`src/shb_regs.svh`:
```
/*
  Register offsets, reset values, address-map nibbles and access sizes
  of the shared bus arbiter. Included by the arbiter module only.
*/
`ifndef SHB_REGS_SVH
`define SHB_REGS_SVH
`define SHB_CPU_PRIO_OFS    12'h000
`define SHB_PCIE_PRIO_OFS   12'h004
`define SHB_ACC_PRIO_OFS    12'h008
`define SHB_TOKEN_EN_OFS    12'h00c
`define SHB_PERIOD_OFS      12'h010
`define SHB_CPU_WEIGHT_OFS  12'h014
`define SHB_PCIE_WEIGHT_OFS 12'h018
`define SHB_ACC_WEIGHT_OFS  12'h01c
`define SHB_STATUS_OFS      12'h020
`define SHB_TOKEN_OFS       12'h024
`define SHB_PRIO_RST        4'h0
`define SHB_PRIO_TOP        4'hf
`define SHB_PERIOD_RST      16'h0800
`define SHB_WEIGHT_RST      16'h0000
`define SHB_MIRROR_NIB      4'h0
`define SHB_MIRROR2_NIB     4'h1
`define SHB_FLASH_NIB       4'h4
`define SHB_CHIP_NIB        4'h7
`define SHB_DRAM_LO_NIB     4'h8
`define SHB_DRAM_HI_NIB     4'hb
`define SHB_PCIE_LO_NIB     4'hc
`define SHB_CHIP_LOCAL_BLK  4'h0
`define SHB_FAST_ONE_TOP    16'h7101
`define SHB_FAST_TWO_TOP    16'h7102
`define SHB_SIZE_WORD       2'h2
`endif

```
`src/shb_pkg.sv`:
```
/*
  Types of the shared bus arbiter: beat state machine and target regions.
  Assumes nothing of its surroundings.
*/
package shb_pkg;
  typedef enum {ST_ARB, ST_BEAT, ST_MEM, ST_RREG, ST_DONE} shb_state_t;
  typedef enum {RG_NONE, RG_FLASH, RG_DRAM, RG_PCIE, RG_CHIP} shb_region_t;
endpackage

```
`src/shb_arbiter.sv`:
```
/*
  Shared bus arbiter with strict and weighted-token arbitration, region
  decode, chip-register write buffer and APB configuration slave.
  Assumes masters hold a beat until their ready pulse, downstream ports
  answer with a one-cycle ack, and all inputs are on clock_i.
*/
// How it works
// reset priorities tie, so index order makes the cpu master win.
// each master has its own programmable four-bit priority level.
// level 15 is the highest level in the strict ordering.
// in token mode, masters without tokens still get an idle bus.
// token counters reload from their weights when a refresh period begins.
// refresh period length is programmable; a new period starts on expiry.
// each cycle a master owns the bus its token counter drops by one.
// a master with zero tokens is low priority until the next refresh.
// a requester holding tokens beats every requester holding none.
// ties inside each token group are settled by the priority levels.
// weight 0 means unlimited tokens, never demoted.
// masters use only 32-bit accesses to chip registers; others get an error.
// one-word write buffer; a second write stalls until it drains.
// a chip-register read stalls the bus until data returns.
// a register read waits for the buffered write to finish.
// local register block is flagged fast toward the register port.
// switch-core block is flagged slow, its two fast targets fast.
// flash-region reads go to the flash boot controller port.
// masters never write the flash region; such writes get an error.
// dram-region accesses are forwarded on the dram controller port.
// pcie-region accesses are forwarded on the pcie endpoint port.
// byte addresses, 8/16/32-bit sizes and 32-bit word bursts pass through.
// tokens saturate at zero; owner keeps the bus to the last beat.
`timescale 1ns/10ps
`include "shb_regs.svh"
module shb_arbiter import shb_pkg::*; #(
  parameter int          NM           = 3,
  parameter int          TW           = 16,
  parameter logic [15:0] FAST_ONE_TOP = `SHB_FAST_ONE_TOP, // arbitrary value
  parameter logic [15:0] FAST_TWO_TOP = `SHB_FAST_TWO_TOP  // arbitrary value
) (
  input  wire logic        clock_i,
  input  wire logic        rst_i,
  input  wire logic        ce_i,
  input  wire logic        boot_mode_i,
  input  wire logic        psel_i,
  input  wire logic        penable_i,
  input  wire logic        pwrite_i,
  input  wire logic [11:0] paddr_i,
  input  wire logic [31:0] pwdata_i,
  output logic      [31:0] prdata_o,
  output logic             pready_o,
  output logic             pslverr_o,
  input  wire logic        mst_req_i   [NM],
  input  wire logic [31:0] mst_addr_i  [NM],
  input  wire logic        mst_write_i [NM],
  input  wire logic [1:0]  mst_size_i  [NM],
  input  wire logic [31:0] mst_wdata_i [NM],
  input  wire logic        mst_last_i  [NM],
  output logic      [NM-1:0] mst_ready_o,
  output logic      [31:0] mst_rdata_o,
  output logic             mst_err_o,
  output logic      [2:0]  mem_sel_o,
  output logic      [31:0] mem_addr_o,
  output logic             mem_write_o,
  output logic      [1:0]  mem_size_o,
  output logic      [31:0] mem_wdata_o,
  output logic             mem_last_o,
  input  wire logic        mem_ack_i,
  input  wire logic [31:0] mem_rdata_i,
  output logic             reg_req_o,
  output logic      [31:0] reg_addr_o,
  output logic             reg_write_o,
  output logic      [31:0] reg_wdata_o,
  output logic             reg_fast_o,
  input  wire logic        reg_ack_i,
  input  wire logic [31:0] reg_rdata_i
);
  shb_state_t  state_ff;
  shb_region_t region;
  logic [1:0]    gnt_ff;
  logic [1:0]    winner;
  logic [3:0]    prio_ff   [NM];
  logic [TW-1:0] weight_ff [NM];
  logic [TW-1:0] tok_ff    [NM];
  logic [NM-1:0] has_tok;
  logic [TW-1:0] period_ff;
  logic [TW-1:0] ref_ff;
  logic          en_ff;
  logic          reload;
  logic          wbuf_full_ff;
  logic [31:0]   wbuf_addr_ff;
  logic [31:0]   wbuf_data_ff;
  logic          wbuf_fast_ff;
  logic          reg_req_ff;
  logic          reg_write_ff;
  logic          bad;
  logic          fast;
  logic          fill_wb;
  logic          issue_rd;
  logic [31:0]   cur_addr;
  logic          cur_write;
  logic          cur_last;

  assign cur_addr  = mst_addr_i[gnt_ff];
  assign cur_write = mst_write_i[gnt_ff];
  assign cur_last  = mst_last_i[gnt_ff];

  // region decode of the owner's current beat
  always_comb begin
    region = RG_NONE;
    if (cur_addr[31:28] == `SHB_MIRROR_NIB) begin
      region = boot_mode_i ? RG_FLASH : RG_DRAM;
    end else if (cur_addr[31:28] == `SHB_MIRROR2_NIB) begin
      region = boot_mode_i ? RG_NONE : RG_DRAM;
    end else if (cur_addr[31:28] == `SHB_FLASH_NIB) begin
      region = RG_FLASH;
    end else if (cur_addr[31:28] == `SHB_CHIP_NIB) begin
      region = RG_CHIP;
    end else if (cur_addr[31:28] >= `SHB_DRAM_LO_NIB && cur_addr[31:28] <= `SHB_DRAM_HI_NIB) begin
      region = RG_DRAM;
    end else if (cur_addr[31:28] >= `SHB_PCIE_LO_NIB) begin
      region = RG_PCIE;
    end
  end

  assign bad = (region == RG_NONE) || (region == RG_FLASH && cur_write) ||
               (region == RG_CHIP && mst_size_i[gnt_ff] != `SHB_SIZE_WORD);
  assign fast = (cur_addr[27:24] == `SHB_CHIP_LOCAL_BLK) ||
                (cur_addr[31:16] == FAST_ONE_TOP) || (cur_addr[31:16] == FAST_TWO_TOP);
  assign fill_wb  = state_ff == ST_BEAT && mst_req_i[gnt_ff] && !bad && region == RG_CHIP &&
                    cur_write && !wbuf_full_ff;
  assign issue_rd = state_ff == ST_BEAT && mst_req_i[gnt_ff] && !bad && region == RG_CHIP &&
                    !cur_write && !wbuf_full_ff && !reg_req_ff;

  // token counters, one per master
  assign reload = en_ff && ref_ff == '0;
  for (genvar m = 0; m < NM; m++) begin : g_tok
    assign has_tok[m] = !en_ff || weight_ff[m] == '0 || tok_ff[m] != '0;
    always_ff @(posedge clock_i) begin
      if (rst_i) begin
        tok_ff[m] <= TW'(`SHB_WEIGHT_RST);
      end else if (ce_i) begin
        if (!en_ff || reload) begin
          tok_ff[m] <= weight_ff[m];
        end else if (state_ff != ST_ARB && gnt_ff == 2'(m) && tok_ff[m] != '0) begin
          tok_ff[m] <= tok_ff[m] - 1'b1;
        end
      end
    end
  end

  always_ff @(posedge clock_i) begin
    if (rst_i) begin
      ref_ff <= TW'(`SHB_PERIOD_RST);
    end else if (ce_i) begin
      if (!en_ff || reload) begin
        ref_ff <= period_ff - 1'b1;
      end else begin
        ref_ff <= ref_ff - 1'b1;
      end
    end
  end

  // key = {holds tokens, level}; strict greater keeps lower index on ties
  always_comb begin
    logic [4:0] best;
    best   = 5'h00;
    winner = 2'h0;
    for (int m = 0; m < NM; m++) begin
      if (mst_req_i[m] && ({has_tok[m], prio_ff[m]} > best || winner == 2'h0 && !mst_req_i[0])) begin
        if (!(m > 0 && mst_req_i[winner] && {has_tok[m], prio_ff[m]} <= best)) begin
          best   = {has_tok[m], prio_ff[m]};
          winner = 2'(m);
        end
      end
    end
  end

  // beat state machine of the bus owner
  always_ff @(posedge clock_i) begin
    if (rst_i) begin
      state_ff    <= ST_ARB;
      gnt_ff      <= 2'h0;
      mst_rdata_o <= 32'h0;
      mst_err_o   <= 1'b0;
    end else if (ce_i) begin
      case (state_ff)
        ST_ARB: begin
          if (mst_req_i[0] || mst_req_i[1] || mst_req_i[2]) begin
            gnt_ff   <= winner;
            state_ff <= ST_BEAT;
          end
        end
        ST_BEAT: begin
          mst_err_o <= 1'b0;
          if (!mst_req_i[gnt_ff]) begin
            state_ff <= ST_ARB;
          end else if (bad) begin
            mst_err_o   <= 1'b1;
            mst_rdata_o <= 32'h0;
            state_ff    <= ST_DONE;
          end else if (region != RG_CHIP) begin
            state_ff <= ST_MEM;
          end else if (fill_wb) begin
            state_ff <= ST_DONE;
          end else if (issue_rd) begin
            state_ff <= ST_RREG;
          end
        end
        ST_MEM: begin
          if (mem_ack_i) begin
            mst_rdata_o <= mem_rdata_i;
            state_ff    <= ST_DONE;
          end
        end
        ST_RREG: begin
          if (reg_ack_i) begin
            mst_rdata_o <= reg_rdata_i;
            state_ff    <= ST_DONE;
          end
        end
        ST_DONE: begin
          state_ff <= cur_last ? ST_ARB : ST_BEAT;
        end
        default: state_ff <= ST_ARB;
      endcase
    end
  end

  for (genvar m = 0; m < NM; m++) begin : g_rdy
    assign mst_ready_o[m] = state_ff == ST_DONE && gnt_ff == 2'(m);
  end

  // forwarding port toward flash, dram and pcie controllers
  always_ff @(posedge clock_i) begin
    if (rst_i) begin
      mem_sel_o   <= 3'h0;
      mem_addr_o  <= 32'h0;
      mem_write_o <= 1'b0;
      mem_size_o  <= 2'h0;
      mem_wdata_o <= 32'h0;
      mem_last_o  <= 1'b0;
    end else if (ce_i) begin
      if (mem_ack_i) begin
        mem_sel_o <= 3'h0;
      end else if (state_ff == ST_BEAT && mst_req_i[gnt_ff] && !bad && region != RG_CHIP) begin
        mem_sel_o   <= {region == RG_PCIE, region == RG_DRAM, region == RG_FLASH};
        mem_addr_o  <= cur_addr;
        mem_write_o <= cur_write;
        mem_size_o  <= mst_size_i[gnt_ff];
        mem_wdata_o <= mst_wdata_i[gnt_ff];
        mem_last_o  <= cur_last;
      end
    end
  end

  // chip-register write buffer and register port
  always_ff @(posedge clock_i) begin
    if (rst_i) begin
      wbuf_full_ff <= 1'b0;
      wbuf_addr_ff <= 32'h0;
      wbuf_data_ff <= 32'h0;
      wbuf_fast_ff <= 1'b0;
    end else if (ce_i) begin
      if (fill_wb) begin
        wbuf_full_ff <= 1'b1;
        wbuf_addr_ff <= cur_addr;
        wbuf_data_ff <= mst_wdata_i[gnt_ff];
        wbuf_fast_ff <= fast;
      end else if (reg_req_ff && reg_write_ff && reg_ack_i) begin
        wbuf_full_ff <= 1'b0;
      end
    end
  end

  always_ff @(posedge clock_i) begin
    if (rst_i) begin
      reg_req_ff   <= 1'b0;
      reg_write_ff <= 1'b0;
      reg_addr_o   <= 32'h0;
      reg_wdata_o  <= 32'h0;
      reg_fast_o   <= 1'b0;
    end else if (ce_i) begin
      if (reg_req_ff && reg_ack_i) begin
        reg_req_ff <= 1'b0;
      end else if (!reg_req_ff && wbuf_full_ff) begin
        reg_req_ff   <= 1'b1;
        reg_write_ff <= 1'b1;
        reg_addr_o   <= wbuf_addr_ff;
        reg_wdata_o  <= wbuf_data_ff;
        reg_fast_o   <= wbuf_fast_ff;
      end else if (issue_rd) begin
        reg_req_ff   <= 1'b1;
        reg_write_ff <= 1'b0;
        reg_addr_o   <= cur_addr;
        reg_fast_o   <= fast;
      end
    end
  end
  assign reg_req_o   = reg_req_ff;
  assign reg_write_o = reg_write_ff;

  // apb configuration slave, zero wait states
  logic [11:0] ofs;
  logic        hit;
  logic [31:0] rd;
  assign ofs      = {paddr_i[11:2], 2'b00};
  assign pready_o = 1'b1;
  always_comb begin
    hit = 1'b1;
    rd  = 32'h0;
    case (ofs)
      `SHB_CPU_PRIO_OFS:    rd = {28'h0, prio_ff[0]};
      `SHB_PCIE_PRIO_OFS:   rd = {28'h0, prio_ff[1]};
      `SHB_ACC_PRIO_OFS:    rd = {28'h0, prio_ff[2]};
      `SHB_TOKEN_EN_OFS:    rd = {31'h0, en_ff};
      `SHB_PERIOD_OFS:      rd = 32'(period_ff);
      `SHB_CPU_WEIGHT_OFS:  rd = 32'(weight_ff[0]);
      `SHB_PCIE_WEIGHT_OFS: rd = 32'(weight_ff[1]);
      `SHB_ACC_WEIGHT_OFS:  rd = 32'(weight_ff[2]);
      `SHB_STATUS_OFS:      rd = {27'h0, reg_req_ff, wbuf_full_ff, state_ff != ST_ARB, gnt_ff};
      `SHB_TOKEN_OFS:       rd = {29'h0, has_tok};
      default:              hit = 1'b0;
    endcase
  end

  always_ff @(posedge clock_i) begin
    if (rst_i) begin
      prdata_o  <= 32'h0;
      pslverr_o <= 1'b0;
    end else if (ce_i && psel_i && !penable_i) begin
      prdata_o  <= pwrite_i ? 32'h0 : rd;
      pslverr_o <= !hit;
    end
  end

  always_ff @(posedge clock_i) begin
    if (rst_i) begin
      prio_ff   <= '{default: `SHB_PRIO_RST};
      weight_ff <= '{default: TW'(`SHB_WEIGHT_RST)};
      period_ff <= TW'(`SHB_PERIOD_RST);
      en_ff     <= 1'b0;
    end else if (ce_i && psel_i && penable_i && pwrite_i) begin
      case (ofs)
        `SHB_CPU_PRIO_OFS:    prio_ff[0]   <= pwdata_i[3:0];
        `SHB_PCIE_PRIO_OFS:   prio_ff[1]   <= pwdata_i[3:0];
        `SHB_ACC_PRIO_OFS:    prio_ff[2]   <= pwdata_i[3:0];
        `SHB_TOKEN_EN_OFS:    en_ff        <= pwdata_i[0];
        `SHB_PERIOD_OFS:      period_ff    <= pwdata_i[TW-1:0];
        `SHB_CPU_WEIGHT_OFS:  weight_ff[0] <= pwdata_i[TW-1:0];
        `SHB_PCIE_WEIGHT_OFS: weight_ff[1] <= pwdata_i[TW-1:0];
        `SHB_ACC_WEIGHT_OFS:  weight_ff[2] <= pwdata_i[TW-1:0];
        default: ;
      endcase
    end
  end
endmodule // shb_arbiter

```
`config.mk`:
```
export PLATFORM = sky130hd
export DESIGN_NAME = shb_arbiter
export DESIGN_NICKNAME = d
export VERILOG_FILES = /design/src/shb_pkg.sv /design/src/shb_arbiter.sv
export VERILOG_INCLUDE_DIRS = /design/src /design/src/src
export SDC_FILE = /design/constraint.sdc
export NUM_CORES = 1
export LEC_CHECK = 0
export ABC_AREA = 1
export BUFFER_PORTS_ARGS = -buffer_cell sky130_fd_sc_hd__buf_2
export CORE_AREA = 2 2 205 207
export CTS_CLUSTER_DIAMETER = 30
export DETAILED_ROUTE_END_ITERATION = 6
export DIE_AREA = 0 0 207 209
export PLACE_DENSITY = 0.7
export SYNTH_ARGS = -nofsm -noshare
export SYNTH_HDL_FRONTEND = slang
export SYNTH_SLANG_ARGS = --single-unit
```
`constraint.sdc`:
```
create_clock -name clock_i -period 4.2 [get_ports clock_i]
set_input_delay 0.42 -clock clock_i [delete_from_list [all_inputs] [get_ports clock_i]]
set_output_delay 0.42 -clock clock_i [all_outputs]
set_load 0.05 [all_outputs]
```
==> metrics <==
outcome=finished clean; slowest stage cell, crit path=sky130_fd_sc_hd__edfxtp_1; Async S/R FF share, synth=0; Post-Route WL=73700 um; port bufs=496; clock transition at the registers of the reported paths=0.05 ns; data arrival time of the worst path=4.35 ns; first-iteration detailed-routing DRC count=1876; highest fanout seen on the critical path=10; setup TNS=0 ns; Min-Delay Path Class=in2reg; cells taking the most area after synthesis=sky130_fd_sc_hd__dfxtp_1 (37%), sky130_fd_sc_hd__o21ai_0 (11%), sky130_fd_sc_hd__nor2_1 (8.3%), sky130_fd_sc_hd__edfxtp_1 (7.5%), sky130_fd_sc_hd__nand2_1 (7.3%); GRT Resource Usage Total=0.329; number of filler cells placed in the layout=3868; worst hold slack=0.0860 ns; crit-path cells=inv_1 > ha_1 > nand2_1 > nor2_2 > nand3_1 > nor3_2 > nand2_1 > nor2_1 > nand2_2 > ha_4 > nand4_1 > o221ai_1 > o21ai_0 > nand2_1 > nand2_2 > o21ai_0 > ha_1 > a21oi_1 > o221ai_1 > a31oi_2 > nand3_1 > a21oi_1; startpoint type of the worst setup path=flop; flip-flop and latch count after synthesis=400; DRC violation count after routing=0; top cell type by total area after synthesis=sky130_fd_sc_hd__dfxtp_1; post-synthesis cell type count=50; critical path capture point type=flop; worst clock skew on the final layout=0.0198 ns; vias=20.6k; final std cell area, no fill=25100 um2; Yosys warning total=0; number of clock sinks seen by CTS=400; worst rel slew slack=0.208; static leakage power=0.0117 uW; CP Data Required Time=4.74 ns; proportion of layout cells with a drive suffix above 1=0.227; cell area after technology mapping=19200 um2; Final period util=0.907; Final Util=0.607; number of buffers and inverters on the critical path=1; average cell area after synthesis=7.23 um2; dominant register cell in the synthesized netlist=sky130_fd_sc_hd__dfxtp_1; EDFF count, synth=48; starting utilization of the core area=0.465; CP delay by family, top=simple AND/OR/NAND/NOR gates; maximum root-to-sink buffer count=3; # H-tree levels=3; CTS tree=built; Die Span Y=209 um; DIE AREA=43300 um2; vias in the first global route=20.1k; Crit Path Class=reg2reg; maximum resistive drop on vdd=0.308 mV; number of nets in the finished design=3456; area inside the core boundary=41300 um2; pin count of the biggest net entering global routing=157; Die Width=207 um; post-synthesis cell count=2659; hold wc startpoint=pwdata_i[11]; worst reg2reg startpoint=tok_ff[1][0]; met1 capacity usage during global routing=0.387; post-detailed-route count of antenna-violating nets=0; DPL Wire Length=53000 um; top achievable clock speed=263 MHz; post-detailed-placement cell area=21900 um2; clock root buffer master=sky130_fd_sc_hd__clkbuf_16; Final Setup Violations=0; register cell area after layout=8490 um2; final max-slew violation count=0; later-pin clock latency in the skew report=0.62 ns; area growth from synthesis to final layout=30.5%; area share of the largest cell type after synthesis=0.367; transition time of the tightest slew-check pin=1.19 ns; maximum cell stage delay along the critical path=0.38 ns; total power density per cell area=493 nW/um2; total clock buffers created by CTS=91; Pwr Total=12400 uW; average routed wire per standard cell=19.7 um; antenna violations before repair=26; global-route wire length before repair=112000 um; number of optimization iterations in the first detailed-route pass=6; Critical path origin=tok_ff[1][0]; Site Rows=75; overflow left after global routing=0; area of the multi-input gates=9180 um2; met3 Track Usage GR=0.0810; most used routing layer=met2; cell with the most instances on the worst path=sky130_fd_sc_hd__nand2_1; number of primary I/O pins=532; detail-routed via count per cell=5.49; final period demand of the worst path=3.81 ns; RePlAce Congestion=0.959; fraction of met2 tracks used by global routing=0.541; sequential area share after synthesis=0.442; number of violations of the max-capacitance limit=0; Final Hold Vio Count=0
-- area by class of cell --
cell class	instances	area share
antenna	18	0.00180
sequential	400	0.339
multi-input combinational	1880	0.366
inverter	217	0.0328
tap	539	0.0269
clock inverter	52	0.0213
timing repair buffer	527	0.110
clock buffer	117	0.102
-- where the power goes --
| group | total, uW | switching (uW) | leakage [uW] | internal [uW] |
|---|---|---|---|---|
| sequential | 4020 | 58.0 | 0.00338 | 3960 |
| combinational | 1270 | 900 | 0.00683 | 371 |
| clock | 7070 | 2300 | 0.00150 | 4770 |
| total | 12400 | 3260 | 0.0117 | 9110 |
-- through the flow --
step	cells	setup WS, ns
global route	3746	-0.0127
finish	3750	0.391
global placement	3563	0.276
floorplan	2674	0.700
CTS	3732	0.175
detailed placement	3563	0.176
-- metal layers --
metal  part of all wire  up-vias
met5            0.00071        -
met2               0.48      897
met4              0.055        6
met1               0.39     9587
li1                   -     9887
met3              0.078      194
-- final timing paths --
| check | to | slack (ns) | cells past startpoint |
|---|---|---|---|
| worst min-delay path | period_ff[11] | 0.09 | 3 |
| worst max register to register | gnt_ff[0] | 0.39 | 22 |
| worst max-delay path | gnt_ff[0] | 0.39 | 22 |
| worst min register to register | wbuf_addr_ff[31] | 0.45 | 2 |
-- cell usage in the layout (no fill, tap or decap), types with 6 or more instances in the layout --
master / Yosys / routed
sky130_fd_sc_hd__nand2_1: 373 / 370
sky130_fd_sc_hd__inv_6: 0 / 6
sky130_fd_sc_hd__buf_2: 18 / 496
sky130_fd_sc_hd__a31oi_1: 38 / 37
sky130_fd_sc_hd__clkbuf_8: 0 / 12
sky130_fd_sc_hd__nor2_2: 9 / 8
sky130_fd_sc_hd__a21oi_1: 174 / 174
sky130_fd_sc_hd__ha_1: 15 / 14
sky130_fd_sc_hd__nand3_1: 154 / 154
sky130_fd_sc_hd__nand2_2: 3 / 6
sky130_fd_sc_hd__xor2_1: 23 / 23
sky130_fd_sc_hd__o21ai_0: 430 / 430
sky130_fd_sc_hd__inv_1: 206 / 205
sky130_fd_sc_hd__clkinv_1: 3 / 6
sky130_fd_sc_hd__dfxtp_1: 352 / 352
sky130_fd_sc_hd__nand4_1: 30 / 30
sky130_fd_sc_hd__mux2i_1: 8 / 8
sky130_fd_sc_hd__a211oi_1: 6 / 6
sky130_fd_sc_hd__buf_4: 29 / 27
sky130_fd_sc_hd__clkinvlp_4: 0 / 11
sky130_fd_sc_hd__clkinv_2: 0 / 20
sky130_fd_sc_hd__o211ai_1: 16 / 16
sky130_fd_sc_hd__xnor2_1: 13 / 13
sky130_fd_sc_hd__a22oi_1: 43 / 43
sky130_fd_sc_hd__edfxtp_1: 48 / 48
sky130_fd_sc_hd__nor2_4: 4 / 8
sky130_fd_sc_hd__nor4_1: 12 / 12
sky130_fd_sc_hd__o22ai_1: 28 / 28
sky130_fd_sc_hd__nor2_1: 427 / 424
sky130_fd_sc_hd__diode_2: 0 / 18
sky130_fd_sc_hd__clkbuf_16: 0 / 94
sky130_fd_sc_hd__bufinv_16: 0 / 8
sky130_fd_sc_hd__clkbuf_1: 113 / 11
sky130_fd_sc_hd__inv_2: 7 / 7
sky130_fd_sc_hd__conb_1: 2 / 17
sky130_fd_sc_hd__nor3_1: 17 / 16
-- timing repair --
action,4_1_cts,5_1_grt
endpoints found under the setup margin,0,2
gates resized for setup,0,6
setup buffers,0,0
hold buffers,0,0
-- state kept, by name, indices dropped and copies added (netlist names), 2 cells and up --
name,flops
prdata_o,16
mem_addr_o,32
reg_addr_o,32
period_ff,16
ref_ff,16
state_ff,3
tok_ff,48
mem_sel_o,3
weight_ff,48
mst_rdata_o,32
mem_wdata_o,32
wbuf_addr_ff,32
gnt_ff,2
reg_wdata_o,32
wbuf_data_ff,32
prio_ff,12
mem_size_o,2
-- cells in the mapped netlist (all sizes together), types with 8 or more instances --
| cell type | number |
|---|---|
| a21oi | 174 |
| a22oi | 43 |
| a31oi | 38 |
| buf | 64 |
| clkbuf | 113 |
| dfxtp | 352 |
| edfxtp | 48 |
| ha | 15 |
| inv | 214 |
| mux2i | 8 |
| nand2 | 376 |
| nand3 | 158 |
| nand4 | 31 |
| nor2 | 440 |
| nor3 | 18 |
| nor4 | 12 |
| o211ai | 16 |
| o21ai | 434 |
| o22ai | 28 |
| xnor2 | 13 |
| xor2 | 23 |
-- worst register-to-register path: cells and delay by family (launching register included) --
kind / cells / cell delay (ns)
adder cells (fa/ha/maj): 3 / 0.76
AND/OR/NAND/NOR: 11 / 1.44
buffers and inverters: 1 / 0.11
AO/OA/AOI/OAI: 7 / 1.06
flip-flops: 1 / 0.38
-- cell families after synthesis --
| family | Yosys count | synth area share |
|---|---|---|
| flops | 400 | 0.442 |
| xor+xnor | 36 | 0.0164 |
| compound gates | 755 | 0.212 |
| fa+ha+maj | 15 | 0.00977 |
| mux | 8 | 0.00417 |
| buf+inv | 394 | 0.0863 |
| simple gates | 1049 | 0.229 |
| other cells | 2 | 0.000391 |
(Power assumes the default switching activity.)
